--- config.mk ---
export PLATFORM = sky130hd
export DESIGN_NAME = sphb_host_port
export DESIGN_NICKNAME = d
export VERILOG_FILES = /design/src/shared/sphb_pkg.sv /design/src/rtl/sphb_cycle_strobe.sv /design/src/rtl/sphb_host_port.sv
export SDC_FILE = /design/constraint.sdc
export NUM_CORES = 1
export LEC_CHECK = 0
export BUFFER_PORTS_ARGS = -buffer_cell sky130_fd_sc_hd__buf_2
export CAP_MARGIN = 20
export CELL_PAD_IN_SITES_DETAIL_PLACEMENT = 1
export CELL_PAD_IN_SITES_GLOBAL_PLACEMENT = 2
export CORE_MARGIN = 5
export CORE_UTILIZATION = 27
export CTS_CLUSTER_DIAMETER = 120
export CTS_CLUSTER_SIZE = 16
export DETAILED_ROUTE_END_ITERATION = 6
export MAX_ROUTING_LAYER = met4
export PLACE_DENSITY = 0.8
export SLEW_MARGIN = 20
export SYNTH_ARGS = -nofsm -noshare
export SYNTH_HDL_FRONTEND = slang
export SYNTH_HIERARCHICAL = 1
export SYNTH_SLANG_ARGS = --single-unit
--- constraint.sdc ---
create_clock -name sys_clk_i -period 1.24 [get_ports sys_clk_i]
set_input_delay 0.31 -clock sys_clk_i [delete_from_list [all_inputs] [get_ports sys_clk_i]]
set_output_delay 0.31 -clock sys_clk_i [all_outputs]
set_load 0.05 [all_outputs]
--- src/shared/sphb_pkg.sv ---
package sphb_pkg;

  // ----------------------------------------
  // Status register bit positions
  // ----------------------------------------
  localparam int STS_OUT_FULL_BIT = 0;
  localparam int STS_IN_FULL_BIT  = 1;
  localparam int STS_F0_BIT       = 2;
  localparam int STS_CD_BIT       = 3;
  localparam int STS_USER_LO      = 4;
  localparam int STS_USER_HI      = 7;

  // ----------------------------------------
  // Reset values and timing
  // ----------------------------------------
  localparam logic [7:0] BUF_RESET  = 8'h00;
  localparam logic [3:0] USER_RESET = 4'h0;
  localparam logic [9:0] PC_RESET   = 10'h000;
  localparam int         CYCLE_NS   = 2500;
  localparam int         CLK_NS     = 20;
  localparam int         CYCLE_CLKS = CYCLE_NS / CLK_NS;
  localparam logic [7:0] CYCLE_LAST = 8'(CYCLE_CLKS - 1);

  // ----------------------------------------
  // Host strobe tracking states
  // ----------------------------------------
  typedef enum logic [1:0] {
    SPHB_IDLE  = 2'b00,
    SPHB_WRITE = 2'b01,
    SPHB_READ  = 2'b11
  } sphb_state_t;

endpackage

--- src/rtl/sphb_cycle_strobe.sv ---
`timescale 1ns/1ns
module sphb_cycle_strobe (
  input  wire logic sys_clk_i,
  input  wire logic reset_n_i,
  output logic      cycle_strobe_o
);

  logic [7:0] count;

  // ----------------------------------------
  // Instruction cycle divider
  // ----------------------------------------
  always_ff @(posedge sys_clk_i) begin
    if (!reset_n_i) begin
      count          <= 8'h00;
      cycle_strobe_o <= 1'b0;
    end else begin
      cycle_strobe_o <= (count == sphb_pkg::CYCLE_LAST);
      if (count == sphb_pkg::CYCLE_LAST) begin
        count <= 8'h00;
      end else begin
        count <= count + 8'h01;
      end
    end
  end

  a_strobe_spacing: assert property (@(posedge sys_clk_i)
    disable iff (!reset_n_i)
    $rose(cycle_strobe_o) |=> !cycle_strobe_o [*8])
    else $error("cycle strobe repeated too soon");

endmodule

--- src/rtl/sphb_host_port.sv ---
`timescale 1ns/1ns
// Behaviour
// - A selected write strobe loads the bus byte into the input buffer.
// - A selected read strobe drives the output buffer or the status.
// - Unselected strobes are ignored and the bus is left undriven.
// - The select line marks each transfer as data or command.
// - There is one 8-bit status register and one buffer per direction.
// - The local input-buffer load clears the input full flag.
// - The local output-buffer store sets the output full flag.
// - Reset clears every status flip-flop and the program counter.
// - A cycle strobe is given once in every instruction cycle.
// - Host-driven flags change only after the strobe's trailing edge.
// - The user status load copies acc bits 4-7 and keeps bits 0-3.
module sphb_host_port (
  input  wire logic       sys_clk_i,
  input  wire logic       reset_n_i,
  input  wire logic       chip_select_n_i,
  input  wire logic       read_n_i,
  input  wire logic       write_n_i,
  input  wire logic       data_command_select_i,
  input  wire logic [7:0] host_data_i,
  output logic      [7:0] host_data_o,
  output logic            host_data_oe_o,
  input  wire logic [7:0] acc_i,
  input  wire logic       load_input_buffer_to_acc_i,
  input  wire logic       store_acc_to_output_buffer_i,
  input  wire logic       load_user_status_bits_i,
  input  wire logic       user_flag0_i,
  output logic      [7:0] input_buffer_o,
  output logic            input_full_flag_o,
  output logic            output_full_flag_o,
  output logic            command_data_flag_o,
  output logic      [7:0] status_o,
  output logic      [9:0] program_counter_o,
  output logic            cycle_strobe_o
);

  sphb_pkg::sphb_state_t state;
  sphb_pkg::sphb_state_t next_state;
  logic       sel_write;
  logic       sel_read;
  logic       write_done;
  logic       data_read_done;
  logic       held_select;
  logic [7:0] output_buffer;
  logic [3:0] user_bits;

  // ----------------------------------------
  // Strobe qualification
  // ----------------------------------------
  assign sel_write = !chip_select_n_i && !write_n_i;
  assign sel_read  = !chip_select_n_i && !read_n_i;

  always_comb begin
    next_state = state;
    unique case (state)
      sphb_pkg::SPHB_IDLE: begin
        if (sel_write) begin
          next_state = sphb_pkg::SPHB_WRITE;
        end else if (sel_read) begin
          next_state = sphb_pkg::SPHB_READ;
        end
      end
      sphb_pkg::SPHB_WRITE: begin
        if (write_n_i) begin
          next_state = sphb_pkg::SPHB_IDLE;
        end
      end
      sphb_pkg::SPHB_READ: begin
        if (read_n_i) begin
          next_state = sphb_pkg::SPHB_IDLE;
        end
      end
      default: next_state = sphb_pkg::SPHB_IDLE;
    endcase
  end

  always_ff @(posedge sys_clk_i) begin
    if (!reset_n_i) begin
      state <= sphb_pkg::SPHB_IDLE;
    end else begin
      state <= next_state;
    end
  end

  // Trailing edge of a selected strobe
  assign write_done     = (state == sphb_pkg::SPHB_WRITE)
                          && write_n_i;
  assign data_read_done = (state == sphb_pkg::SPHB_READ) && read_n_i
                          && !held_select;

  // ----------------------------------------
  // Input buffer and select capture
  // ----------------------------------------
  always_ff @(posedge sys_clk_i) begin
    if (!reset_n_i) begin
      input_buffer_o <= sphb_pkg::BUF_RESET;
      held_select    <= 1'b0;
    end else if (state == sphb_pkg::SPHB_IDLE && (sel_write || sel_read)) begin
      held_select <= data_command_select_i;
    end else if (state == sphb_pkg::SPHB_WRITE && !write_n_i) begin
      input_buffer_o <= host_data_i;
      held_select    <= data_command_select_i;
    end
  end

  // ----------------------------------------
  // Flags, set wins over clear
  // ----------------------------------------
  always_ff @(posedge sys_clk_i) begin
    if (!reset_n_i) begin
      input_full_flag_o   <= 1'b0;
      command_data_flag_o <= 1'b0;
    end else if (write_done) begin
      input_full_flag_o   <= 1'b1;
      command_data_flag_o <= held_select;
    end else if (load_input_buffer_to_acc_i) begin
      input_full_flag_o <= 1'b0;
    end
  end

  always_ff @(posedge sys_clk_i) begin
    if (!reset_n_i) begin
      output_full_flag_o <= 1'b0;
      output_buffer      <= sphb_pkg::BUF_RESET;
    end else if (store_acc_to_output_buffer_i) begin
      output_full_flag_o <= 1'b1;
      output_buffer      <= acc_i;
    end else if (data_read_done) begin
      output_full_flag_o <= 1'b0;
    end
  end

  always_ff @(posedge sys_clk_i) begin
    if (!reset_n_i) begin
      user_bits <= sphb_pkg::USER_RESET;
    end else if (load_user_status_bits_i) begin
      user_bits <= acc_i[sphb_pkg::STS_USER_HI:
                         sphb_pkg::STS_USER_LO];
    end
  end

  // ----------------------------------------
  // Status word and read data
  // ----------------------------------------
  always_comb begin
    status_o = 8'h00;
    status_o[sphb_pkg::STS_OUT_FULL_BIT] = output_full_flag_o;
    status_o[sphb_pkg::STS_IN_FULL_BIT]  = input_full_flag_o;
    status_o[sphb_pkg::STS_F0_BIT]       = user_flag0_i;
    status_o[sphb_pkg::STS_CD_BIT]       = command_data_flag_o;
    status_o[sphb_pkg::STS_USER_HI:
             sphb_pkg::STS_USER_LO]      = user_bits;
  end

  always_ff @(posedge sys_clk_i) begin
    if (!reset_n_i) begin
      host_data_o    <= sphb_pkg::BUF_RESET;
      host_data_oe_o <= 1'b0;
    end else begin
      host_data_oe_o <= sel_read;
      host_data_o    <= data_command_select_i ? status_o
                                              : output_buffer;
    end
  end

  // ----------------------------------------
  // Program counter reset
  // ----------------------------------------
  always_ff @(posedge sys_clk_i) begin
    if (!reset_n_i) begin
      program_counter_o <= sphb_pkg::PC_RESET;
    end else if (cycle_strobe_o) begin
      program_counter_o <= program_counter_o + 10'h001;
    end
  end

  sphb_cycle_strobe sphb_cycle_strobe_inst (
    .sys_clk_i      (sys_clk_i),
    .reset_n_i      (reset_n_i),
    .cycle_strobe_o (cycle_strobe_o)
  );

  // ----------------------------------------
  // Checks
  // ----------------------------------------
  a_bus_undriven: assert property (@(posedge sys_clk_i)
    disable iff (!reset_n_i)
    chip_select_n_i |=> !host_data_oe_o)
    else $error("bus driven while not selected");

  a_write_sets_full: assert property (@(posedge sys_clk_i)
    disable iff (!reset_n_i)
    write_done |=> input_full_flag_o
      && command_data_flag_o == $past(held_select))
    else $error("write did not set input full");

  a_flag_held_strobe: assert property (@(posedge sys_clk_i)
    disable iff (!reset_n_i)
    (state == sphb_pkg::SPHB_WRITE && !write_n_i
      && !load_input_buffer_to_acc_i)
    |=> $stable(input_full_flag_o))
    else $error("input full moved during strobe");

  a_load_clears_in: assert property (@(posedge sys_clk_i)
    disable iff (!reset_n_i)
    (load_input_buffer_to_acc_i && !write_done) |=> !input_full_flag_o)
    else $error("input full not cleared");

  a_store_sets_out: assert property (@(posedge sys_clk_i)
    disable iff (!reset_n_i)
    store_acc_to_output_buffer_i |=> output_full_flag_o
      && output_buffer == $past(acc_i))
    else $error("output full not set");

  a_read_clears_out: assert property (@(posedge sys_clk_i)
    disable iff (!reset_n_i)
    (data_read_done && !store_acc_to_output_buffer_i) |=> !output_full_flag_o)
    else $error("data read did not clear output full");

  a_user_bits_load: assert property (@(posedge sys_clk_i)
    disable iff (!reset_n_i)
    load_user_status_bits_i |=> status_o[7:4] == $past(acc_i[7:4]))
    else $error("user status bits wrong");

  a_read_data_mux: assert property (@(posedge sys_clk_i)
    disable iff (!reset_n_i)
    (sel_read && !data_command_select_i) |=> host_data_oe_o
      && host_data_o == $past(output_buffer))
    else $error("read data not output buffer");

  a_status_read_mux: assert property (@(posedge sys_clk_i)
    disable iff (!reset_n_i)
    (sel_read && data_command_select_i) |=> host_data_oe_o
      && host_data_o == $past(status_o))
    else $error("read data not status");

endmodule

Yosys cells after proc, flatten, opt, wreduce, memory -nomap -nowiden
Cells that the tools add are included.
{"block": "classes", "addsub": 2, "eq_ne": 6, "n_mux": 12, "bitwise": 2, "n_reduce_logical": 19}
{"operator": "adder 10 x 1 -> 10 bit (second input constant)", "count": 1}
{"operator": "adder 8 x 1 -> 8 bit (second input constant)", "count": 1}
{"operator": "equality test 8 x 7 -> 1 bit (second input constant)", "count": 1}
{"operator": "2-to-1 mux 2 bit", "count": 4}
{"operator": "2-to-1 mux 8 bit", "count": 1}
{"operator": "logical AND 1 bit", "count": 7}
{"operator": "2-to-1 mux 1 bit", "count": 6}
{"operator": "one-hot mux 2 bit (3 select lines)", "count": 1}
{"operator": "nonzero test 2 bit", "count": 3}
{"operator": "logical NOT 1 bit", "count": 4}
{"operator": "inequality test 2 bit (second input constant)", "count": 2}
{"operator": "inequality test 3 bit (second input constant)", "count": 1}
{"operator": "AND reduction 3 bit", "count": 1}
{"operator": "equality test 2 x 1 -> 1 bit (second input constant)", "count": 1}
{"operator": "equality test 2 bit (second input constant)", "count": 1}
{"operator": "logical NOT 2 bit", "count": 1}
{"operator": "inverter 1 bit", "count": 2}
{"operator": "AND reduction 2 bit", "count": 1}
{"operator": "OR reduction 2 bit", "count": 1}
{"operator": "logical OR 1 bit", "count": 1}
{"block": "word_totals", "ff_bits": 54, "output_inout_bits": 39, "word_cells": 54}

Longest topological paths before layout
Gate-level depths: netlist of the first run.
{"block": "depth", "word_depth": 6, "ltp_mapped": 5}

Modules after synthesis
The synthesis of the first run kept the hierarchy.
{"mod": "sphb_host_port", "instances": 1, "cells_per_inst": 175, "area_each_um2": 1734.2, "seq_area_each_um2": 900.9}
{"mod": "sphb_cycle_strobe", "instances": 1, "cells_per_inst": 45, "area_each_um2": 399.1, "seq_area_each_um2": 180.2}

Worst setup path before layout of the first run
No wires, ideal clock.
{"block": "synth_path", "path_kind": "reg-to-reg", "from": "register program_counter_o[0]", "to": "register program_counter_o[8]", "t_arrival_ns": 1.463, "required_ns": 1.105, "slack_ns": -0.358, "stages_incl_launch_ff": 5, "n_path_buf": 0, "synth_period_minus_slack_ns": 1.598, "cell_sequence": "dfxtp_1 > ha_1 > nand3_1 > o311ai_0 > o41ai_1"}
{"block": "synth_via", "elab_chain_len": 1}
{"item": "start, declared", "line": "sphb_host_port.sv:34", "source": "output logic [9:0] program_counter_o,"}
{"item": "start signal, assigned", "line": "sphb_host_port.sv:172", "source": "program_counter_o <= sphb_pkg::PC_RESET;"}
{"item": "start signal, assigned", "line": "sphb_host_port.sv:174", "source": "program_counter_o <= program_counter_o + 10'h001;"}
{"item": "adder 10 x 1 -> 10 bit", "line": "sphb_host_port.sv:174"}
No other way between the ends.
A chain may end at the register's enable or synchronous reset.

Worst setup path after layout of the first run
{"block": "layout_path", "from": "register sphb_cycle_strobe_inst.cycle_strobe_o", "to": "output cycle_strobe_o"}
{"item": "start, declared", "line": "sphb_cycle_strobe.sv:5", "source": "output logic cycle_strobe_o"}
{"item": "start signal, assigned", "line": "sphb_cycle_strobe.sv:18", "source": "cycle_strobe_o <= (count == sphb_pkg::CYCLE_LAST);"}
{"item": "end, declared", "line": "sphb_host_port.sv:35", "source": "output logic cycle_strobe_o"}
No word-level cell between the ends.

==> impl_summary.md, run 1 <==
Logic synthesis
The simple-gate portion of the synthesized area is 18.9%. The sequential element share of the synthesized area is 50.7%. After synthesis, the share of flip-flops with an asynchronous set or reset is 0%. Yosys printed 6 warnings. The mapped cell area is 0.00213 mm². The synthesized netlist devotes 6.45% of its cell area to compound gates.

The post-synthesis xor/xnor area fraction is 2.46%. The most instantiated library cell after synthesis is sky130_fd_sc_hd__dfxtp_1. By area, the combinational part of the netlist is dominated by simple AND/OR/NAND/NOR gates. In the synthesized netlist, mux cells make up 14.5% of the area. Among all flip-flop cells after synthesis, the most frequent one is sky130_fd_sc_hd__dfxtp_1.

The number of nets handed over by synthesis was 249. In the synthesized netlist, the cells that appear most often are sky130_fd_sc_hd__dfxtp_1, sky130_fd_sc_hd__nor2_1, sky130_fd_sc_hd__mux2i_1. By area the synthesized netlist is led by sky130_fd_sc_hd__dfxtp_1, sky130_fd_sc_hd__mux2i_1, sky130_fd_sc_hd__nor2_1. The adder and majority cell fraction of the synthesized area is 1.76%.

In this run the biggest area consumer among cell types represents 50.7% of the synthesized area. The cell type contributing the most total cell area after synthesis is sky130_fd_sc_hd__dfxtp_1. Synthesis produced 220 cells.

In this run, synthesis produced a sequential element count of 54. In this run, synthesis inferred 0 flip-flops with an integrated enable. Dividing the synthesized area by the synthesized cell count gives 9.70 µm². The count of distinct cell types in the synthesized netlist is 33.

Hold path
Along the worst hold path, the cell count comes to 2. In this run the most critical hold path is launched from chip_select_n_i. The worst min-delay path endpoint is host_data_oe_o$_SDFF_PN0_. The tightest min-delay check is of the in2reg type.

Worst setup path
In this run the worst setup path begins at sphb_cycle_strobe_inst/cycle_strobe_o$_SDFF_PN0_. The startpoint of the lowest-slack register-to-register path is sphb_cycle_strobe_inst/count[4]$_SDFF_PP0_. The destination of the worst register-to-register timing path is sphb_cycle_strobe_inst/count[7]$_SDFF_PP0_. The category of the most critical setup path is reg2out. STA classifies the critical path startpoint as a flop.

The slack of the worst reg-to-reg path is 10 ps. The endpoint required time on the critical path is 930 ps. The number of cells on the worst reg-to-reg path is 3. The element type at the critical path end is an output pin.

STA puts the critical path data arrival time at 940 ps. Of all nets on the critical path, the largest fanout is 3.

Clock network
The number of buffers created by CTS is 5. The maximum number of buffers from clock root to sink is 2. The clock slew seen by the registers of the worst setup and hold paths is 100 ps. Hold repair after CTS inserted 0 buffers.

The root cell of the clock tree is sky130_fd_sc_hd__clkbuf_8. Clock tree synthesis found a total of 54 sinks. TritonCTS built the clock tree.

At the later pin of the worst-skew pair, clock insertion delay measures 310 ps. The H-tree was split into 2 levels.

Global route
Global routing consumed, over all layers together, 11.0% of the routing resources. The first global-routing pass estimated 8700 µm of wire. The via count of the first global-routing pass was 1895. The total overflow left after global routing is 0. Entering global routing, the biggest net connects 35 pins. The initial antenna violation count is 0.

Detailed routing
The detailed route wirelength on metal3 is 151 µm. The detail route stage leaves a number of antenna-violating nets equal to 0. The routed wire length is 5290 µm.

The detailed router used layers up to and including met4. The detailed-routing wirelength on met1 is 2430 µm. Wire segments on met2 add up to 2640 µm in the final route. Detailed routing inserted a total of 1789 vias.

For this run, the detailed router's first-pass iteration total came to 4. In this run, the number of DRC markers left after iteration 0 of detailed routing was 47. In the routed layout, each cell is associated on average with a via count of 4.51.

The number of DRC violations after detailed routing is 0. Dividing the detail-routed wire length by the instance count gives 13.3 µm.

Finish
The area growth from synthesis to layout is 39.9%. The post-layout instance count excluding filler cells is 397. The net count of the finished layout is 324. The number of diodes added for antenna fixing is 0.

The fraction of layout instances using a drive strength above 1 is 40.7%.

Power
The cell area power density is 1110 mW/mm². The leakage dissipation is 1.29 nW. VDD sags by at most 0.000502 V.

Timing
The slew of the pin with the lowest slew margin is 360 ps. The post-route clock period utilization is 101%. The setup slack after layout is -14.0 ps. For the final database, setup skew stands at 8.83 ps.

The worst relative slew slack is 75.7%. Setup repair after global routing could not meet its margin everywhere. Setup violations remaining at the end of the flow were counted as 1.

The timing-limited maximum frequency is 797 MHz. The final hold violation count is 0. The number of max-slew violations in the final report is 0. The minimum hold slack is 184 ps. The time the final worst path needs with I/O delays and setup is 1250 ps.

Floorplanning
The starting density of the core is 27.6%. The total area inside the core boundary comes to 0.00773 mm². The die area is 0.00978 mm². The width of the die is 98.9 µm. The site row count is 32. Pin placement for this block handled 65 I/O pins.

Measured along the y axis, the die boundary spans 98.9 µm.

Status
The flow ran to the end, but the final reports show violations. The final reports fail on negative setup slack.

Place
Routability-driven placement finished with a final weighted congestion of 0.756. The quantity of I/O buffers inserted on ports is 64. The total instance count after detailed placement is 386.

Detailed placement finished with a half-perimeter wire length of 3840 µm.

Run
The number of max-capacitance violations reported is 0.
[cell usage in the layout (no fill, tap or decap), types with 2 or more instances in the layout]
cell / n
sky130_fd_sc_hd__dfxtp_1: 36
sky130_fd_sc_hd__inv_1: 10
sky130_fd_sc_hd__nand3_1: 6
sky130_fd_sc_hd__nor2_1: 41
sky130_fd_sc_hd__nand4_1: 2
sky130_fd_sc_hd__clkbuf_4: 7
sky130_fd_sc_hd__a21oi_1: 8
sky130_fd_sc_hd__nand4b_1: 2
sky130_fd_sc_hd__xnor2_1: 2
sky130_fd_sc_hd__dfxtp_4: 6
sky130_fd_sc_hd__nand3b_1: 3
sky130_fd_sc_hd__o21ai_0: 5
sky130_fd_sc_hd__nand3_2: 2
sky130_fd_sc_hd__buf_2: 31
sky130_fd_sc_hd__or3_1: 4
sky130_fd_sc_hd__buf_6: 16
sky130_fd_sc_hd__nand4_2: 2
sky130_fd_sc_hd__xor2_1: 4
sky130_fd_sc_hd__a31oi_1: 2
sky130_fd_sc_hd__nand2b_1: 4
sky130_fd_sc_hd__buf_4: 25
sky130_fd_sc_hd__clkbuf_8: 5
sky130_fd_sc_hd__dfxtp_2: 12
sky130_fd_sc_hd__nand2_1: 7
sky130_fd_sc_hd__mux2i_1: 31
[timing repair]
| item | CTS | global route |
|---|---|---|
| endpoints found under the hold margin | 0 | 0 |
| setup endpoints to repair | 30 | 35 |
| pin swaps | 1 | 4 |
| gates resized for setup | 31 | 33 |
| buffers inserted | 1 | 3 |
[state kept, by name (all words and copies together) (netlist names), 2 cells and up]
| signal | flops |
|---|---|
| sphb_cycle_strobe_inst/count | 8 |
| state | 2 |
| output_buffer | 8 |
| host_data_o | 8 |
| user_bits | 4 |
| program_counter_o | 10 |
| input_buffer_o | 8 |
[kinds of logic after synthesis]
group | after synthesis
flip-flops | 54
adder cells (fa/ha/maj) | 3
XOR/XNOR | 6
buffers and inverters | 23
multiplexers | 31
AND/OR/NAND/NOR | 80
AO/OA/AOI/OAI | 23
[worst max-delay path: stages (launching register included)]
cell,delay (ps)
sky130_fd_sc_hd__dfxtp_4,370
sky130_fd_sc_hd__buf_6,120
sky130_fd_sc_hd__buf_8,140
[how the worst max path moves through the flow]
stage,slack [ps],to,cells past startpoint
4_1_cts,-30,cycle_strobe_o,2
3_5_place_dp,0.03,sphb_cycle_strobe_inst/count[7]$_SDFF_PP0_,4
3_3_place_gp,8,input_buffer_o[7]$_SDFFE_PN0P_,5
6_report,-10,cycle_strobe_o,2
5_1_grt,-50,cycle_strobe_o,2
2_1_floorplan,2,program_counter_o[9]$_SDFFE_PN0P_,3
[power by group]
part / leakage (nW) / internal, W / switching, W
clock network: 0.0444 / 0.000392 / 0.000586
logic: 0.797 / 0.000197 / 0.000303
registers: 0.451 / 0.00179 / 0.0000416
[metrics by stage]
stage          instance area, µm²  power (W)  worst slack, ps  setup TNS, ps  utilization (%)
4_1_cts                      2840    0.00334            -31.1          -31.1             36.8
5_1_grt                      2980    0.00349            -52.1           -195             38.6
2_1_floorplan                2180    0.00218             2.06              0                -
3_5_place_dp                 2670    0.00233           0.0338              0             34.5
3_3_place_gp                 2670    0.00232             7.58              0             34.5
6_report                     2980    0.00331            -14.0          -14.0             38.6
[metal layers]
metal  global-route usage, %  up-vias
met5                       -        -
met4                    3.78        0
met3                    1.91        5
met2                    18.3       34
met1                    13.3      850
li1                        -      900
[layout make-up]
| cell class | count | area (µm²) |
|---|---|---|
| inverter | 10 | 37.5 |
| tap | 102 | 128 |
| sequential | 54 | 1120 |
| fill | 890 | 4740 |
| multi-input combinational | 143 | 1010 |
| clock buffer | 5 | 68.8 |
| timing repair buffer | 81 | 611 |
| clock inverter | 2 | 13.8 |
(Power assumes the default switching activity.)
==> run 2: changes to the inputs <==
--- a/config.mk
+++ b/config.mk
@@ -12,5 +12,4 @@
 export CORE_MARGIN = 5
 export CORE_UTILIZATION = 27
-export CTS_CLUSTER_DIAMETER = 120
 export CTS_CLUSTER_SIZE = 16
 export DETAILED_ROUTE_END_ITERATION = 6
==> constraint.sdc (replaced) <==
create_clock -name sys_clk_i -period 1.24 [get_ports sys_clk_i]
set_input_delay 0.186 -clock sys_clk_i [delete_from_list [all_inputs] [get_ports sys_clk_i]]
set_output_delay 0.186 -clock sys_clk_i [all_outputs]
set_load 0.05 [all_outputs]
==> run 2 against run 1 <==
Effect of this change:
- final cell count grew 0.25%
- global-route usage shrank 0.29 points
- the flow now finishes without violations
- clock skew shrank 2.8 ps
- combinational power shrank 6.0%
- maximum frequency grew 1.7%
- total power grew 4.7%
- setup slack gained 20 ps
- routed wire length shrank 2.6%
- critical endpoint is now sphb_cycle_strobe_inst/count[7]$_SDFF_PP0_
- sequential power is essentially flat
- non-clock buffer count is the same
==> impl_summary.md, run 2 (synthesis results as in run 1) <==
Status
The flow ran to the end, and the final reports show no timing, DRC or antenna violations.

Place
The quantity of I/O buffers inserted on ports is 64 (unchanged). The HPWL after detailed placement came to 3810 µm (-0.68%). The global placer's final weighted congestion was 0.774 (+2.4%). The total instance count after detailed placement is 389 (+0.78%).

Finish
The number of flip-flops under the largest register name is 10 (unchanged). The total area of multi-input combinational cells was 991 µm² (-1.6%). The post-layout instance count excluding filler cells was 398 (+0.25%). The most common library cell in the layout ignoring fill and taps is sky130_fd_sc_hd__buf_2. The fraction of layout instances using a drive strength above 1 was 38.5% (-2.2 points).

The net count of the finished layout is 324 (unchanged). The number of filler cells placed in the layout was 905 (+1.7%). The number of diodes added for antenna fixing is 0 (unchanged). The relative area change from synthesis to final layout is 34.5%. In the layout the commonest cells are sky130_fd_sc_hd__buf_2, sky130_fd_sc_hd__nor2_1, sky130_fd_sc_hd__dfxtp_1. program_counter_o holds more flip-flops than any other register. The total area of sequential cells is 0.00111 mm² (-0.56%).

Clock network
The clock slew seen by the registers of the worst setup and hold paths is 100 ps (about the same). The hold buffer count at CTS is 0 (unchanged). TritonCTS built the clock tree. The number of buffers created by CTS is 5 (unchanged). The maximum number of buffers from clock root to sink came to 2 (unchanged). The H-tree depth reported by CTS is 2 (unchanged). CTS placed an instance of sky130_fd_sc_hd__clkbuf_8 at the clock tree root.

The clock latency reported for the late side of the worst-skew pair is 300 ps (about the same). The CTS sink count is 54 (unchanged).

Detailed routing
The number of design-rule violations left by the first detailed-router iteration is 27 (-43%). The via count normalized by instance count is 4.50 (-0.20%). The count of vias placed by the detailed router is 1790 (+0.056%).

The number of iterations in the first detailed-routing pass is 4 (unchanged). The number of DRC violations after detailed routing was 0 (unchanged). The routed wire length per instance is 12.9 µm (-2.9%). The number of nets with antenna violations after routing came to 0 (unchanged). The routed wire length came to 5150 µm (-2.6%).

Global route
The largest net degree at the start of global routing is 35 (unchanged). The global-route usage over all layers is 10.7% (-0.29 points). The global-route wire length before repair is 8460 µm (-2.8%). The via count of the first global-routing pass is 1806 (-4.7%). The aggregate global routing overflow is 0 (unchanged). The initial antenna violation count is 0 (unchanged).

Floorplanning
The die area came to 0.00978 mm² (unchanged). The width of the die was 98.9 µm (unchanged). The site row count is 32 (unchanged). The chip height was 98.9 µm (unchanged).

The starting density of the core was 27.6% (unchanged). The number of top-level pins came to 65 (unchanged). The core region area is 0.00773 mm² (unchanged).

Worst setup path
The endpoint required time on the critical path is 1480 ps (+550 ps). The element type at the critical path end is a flop. The critical path data arrival time is 1470 ps (+530 ps). The category of the most critical setup path is reg2reg. The worst setup path is launched from a flop.

The highest net fanout along the worst path is 4 (+1).

Power
The leakage dissipation is 1.29 nW (-0.45%). The cell area power density came to 1210 mW/mm² (+8.9%). The worst supply voltage drop on vdd is 0.000496 V (-1.2%). The total design power came to 0.00347 W (+4.7%).

Timing
The timing-limited maximum frequency is 811 MHz (+1.7%). The number of setup violations in the final report is 0 (-1). The final hold violation count is 0 (unchanged). The number of max-slew violations in the final report came to 0 (unchanged). The post-route clock period utilization is 99.5% (-1.6 points).

The time the final worst path needs with I/O delays and setup is 1230 ps (-20.4 ps). The worst relative slew slack is 76.1% (+0.42 points). Setup repair after global routing could not meet its margin everywhere. The worst clock skew on the final layout was 6.01 ps (-2.81 ps). The slew of the pin with the lowest slew margin is 355 ps (-5.35 ps).

The final-layout setup total negative slack is 0 ps (+14.0 ps).

Run
The number of max-capacitance violations reported is 0 (unchanged).

Hold path
The type of the worst min-delay path is in2reg.
run 2: cell types whose count changed in the layout (fill, tap and decap cells not counted), sizes merged:
cell / previous run / this run
buf: 74 / 80
clkbuf: 12 / 8
clkinv: 1 / 0
run 2: power by group:
part	switching [W]	internal, W
registers	0.0000414	0.00179
clock network	0.000581	0.000584
logic	0.000298	0.000172
total	0.000920	0.00255
run 2: layout make-up:
| class | instances | area share (%) |
|---|---|---|
| Multi-Input combinational cell | 143 | 34.5 |
| Sequential cell | 54 | 38.8 |
| Tap cell | 102 | 4.45 |
| Timing Repair Buffer | 81 | 16.9 |
| Inverter | 10 | 1.31 |
| Clock buffer | 7 | 3.75 |
| Clock inverter | 1 | 0.305 |
run 2: through the flow:
stage | instance area, µm² | worst slack [ps] | utilization (%) | hold WS (ps)
after floorplan | 2180 | 2.06 | - | 258
after global placement | 2690 | 10.4 | 34.8 | 383
after detailed placement | 2690 | -14.8 | 34.8 | 382
after CTS | 2840 | 4.71 | 36.7 | 39.3
after global routing | 2870 | -53.0 | 37.1 | 57.2
final | 2870 | 6.45 | 37.1 | 57.6
run 2: worst paths after layout:
path / startpoint / to / cells past startpoint / slack [ps]
setup reg to reg: sphb_cycle_strobe_inst/count[1]$_SDFF_PP0_ / sphb_cycle_strobe_inst/count[7]$_SDFF_PP0_ / 4 / 6
setup / recovery: sphb_cycle_strobe_inst/count[1]$_SDFF_PP0_ / sphb_cycle_strobe_inst/count[7]$_SDFF_PP0_ / 4 / 6
hold reg to reg: program_counter_o[9]$_SDFFE_PN0P_ / program_counter_o[9]$_SDFFE_PN0P_ / 2 / 480
hold / removal: chip_select_n_i / host_data_oe_o$_SDFF_PN0_ / 2 / 60
run 2: worst max-delay path, stage by stage, from the launching register on:
cell                      delay [ps]
sky130_fd_sc_hd__dfxtp_2         350
sky130_fd_sc_hd__buf_6           110
sky130_fd_sc_hd__nand3_2          70
sky130_fd_sc_hd__or4_1           510
sky130_fd_sc_hd__a21oi_1         130
run 2: repair_timing:
action / in CTS / in global routing
pin swaps: 3 / 2
gates resized for setup: 7 / 10
endpoints found under the hold margin: 0 / 0
buffers inserted: 1 / 0
setup endpoints to repair: 13 / 20
run 2: per-layer routing:
metal | GRT usage [%] | part of all wire (%) | vias up
li1 | - | - | 901
met1 | 13.1 | 46 | 849
met2 | 17.5 | 50 | 36
met3 | 1.98 | 3.7 | 4
met4 | 3.78 | 1.0 | 0
met5 | - | 0 | -
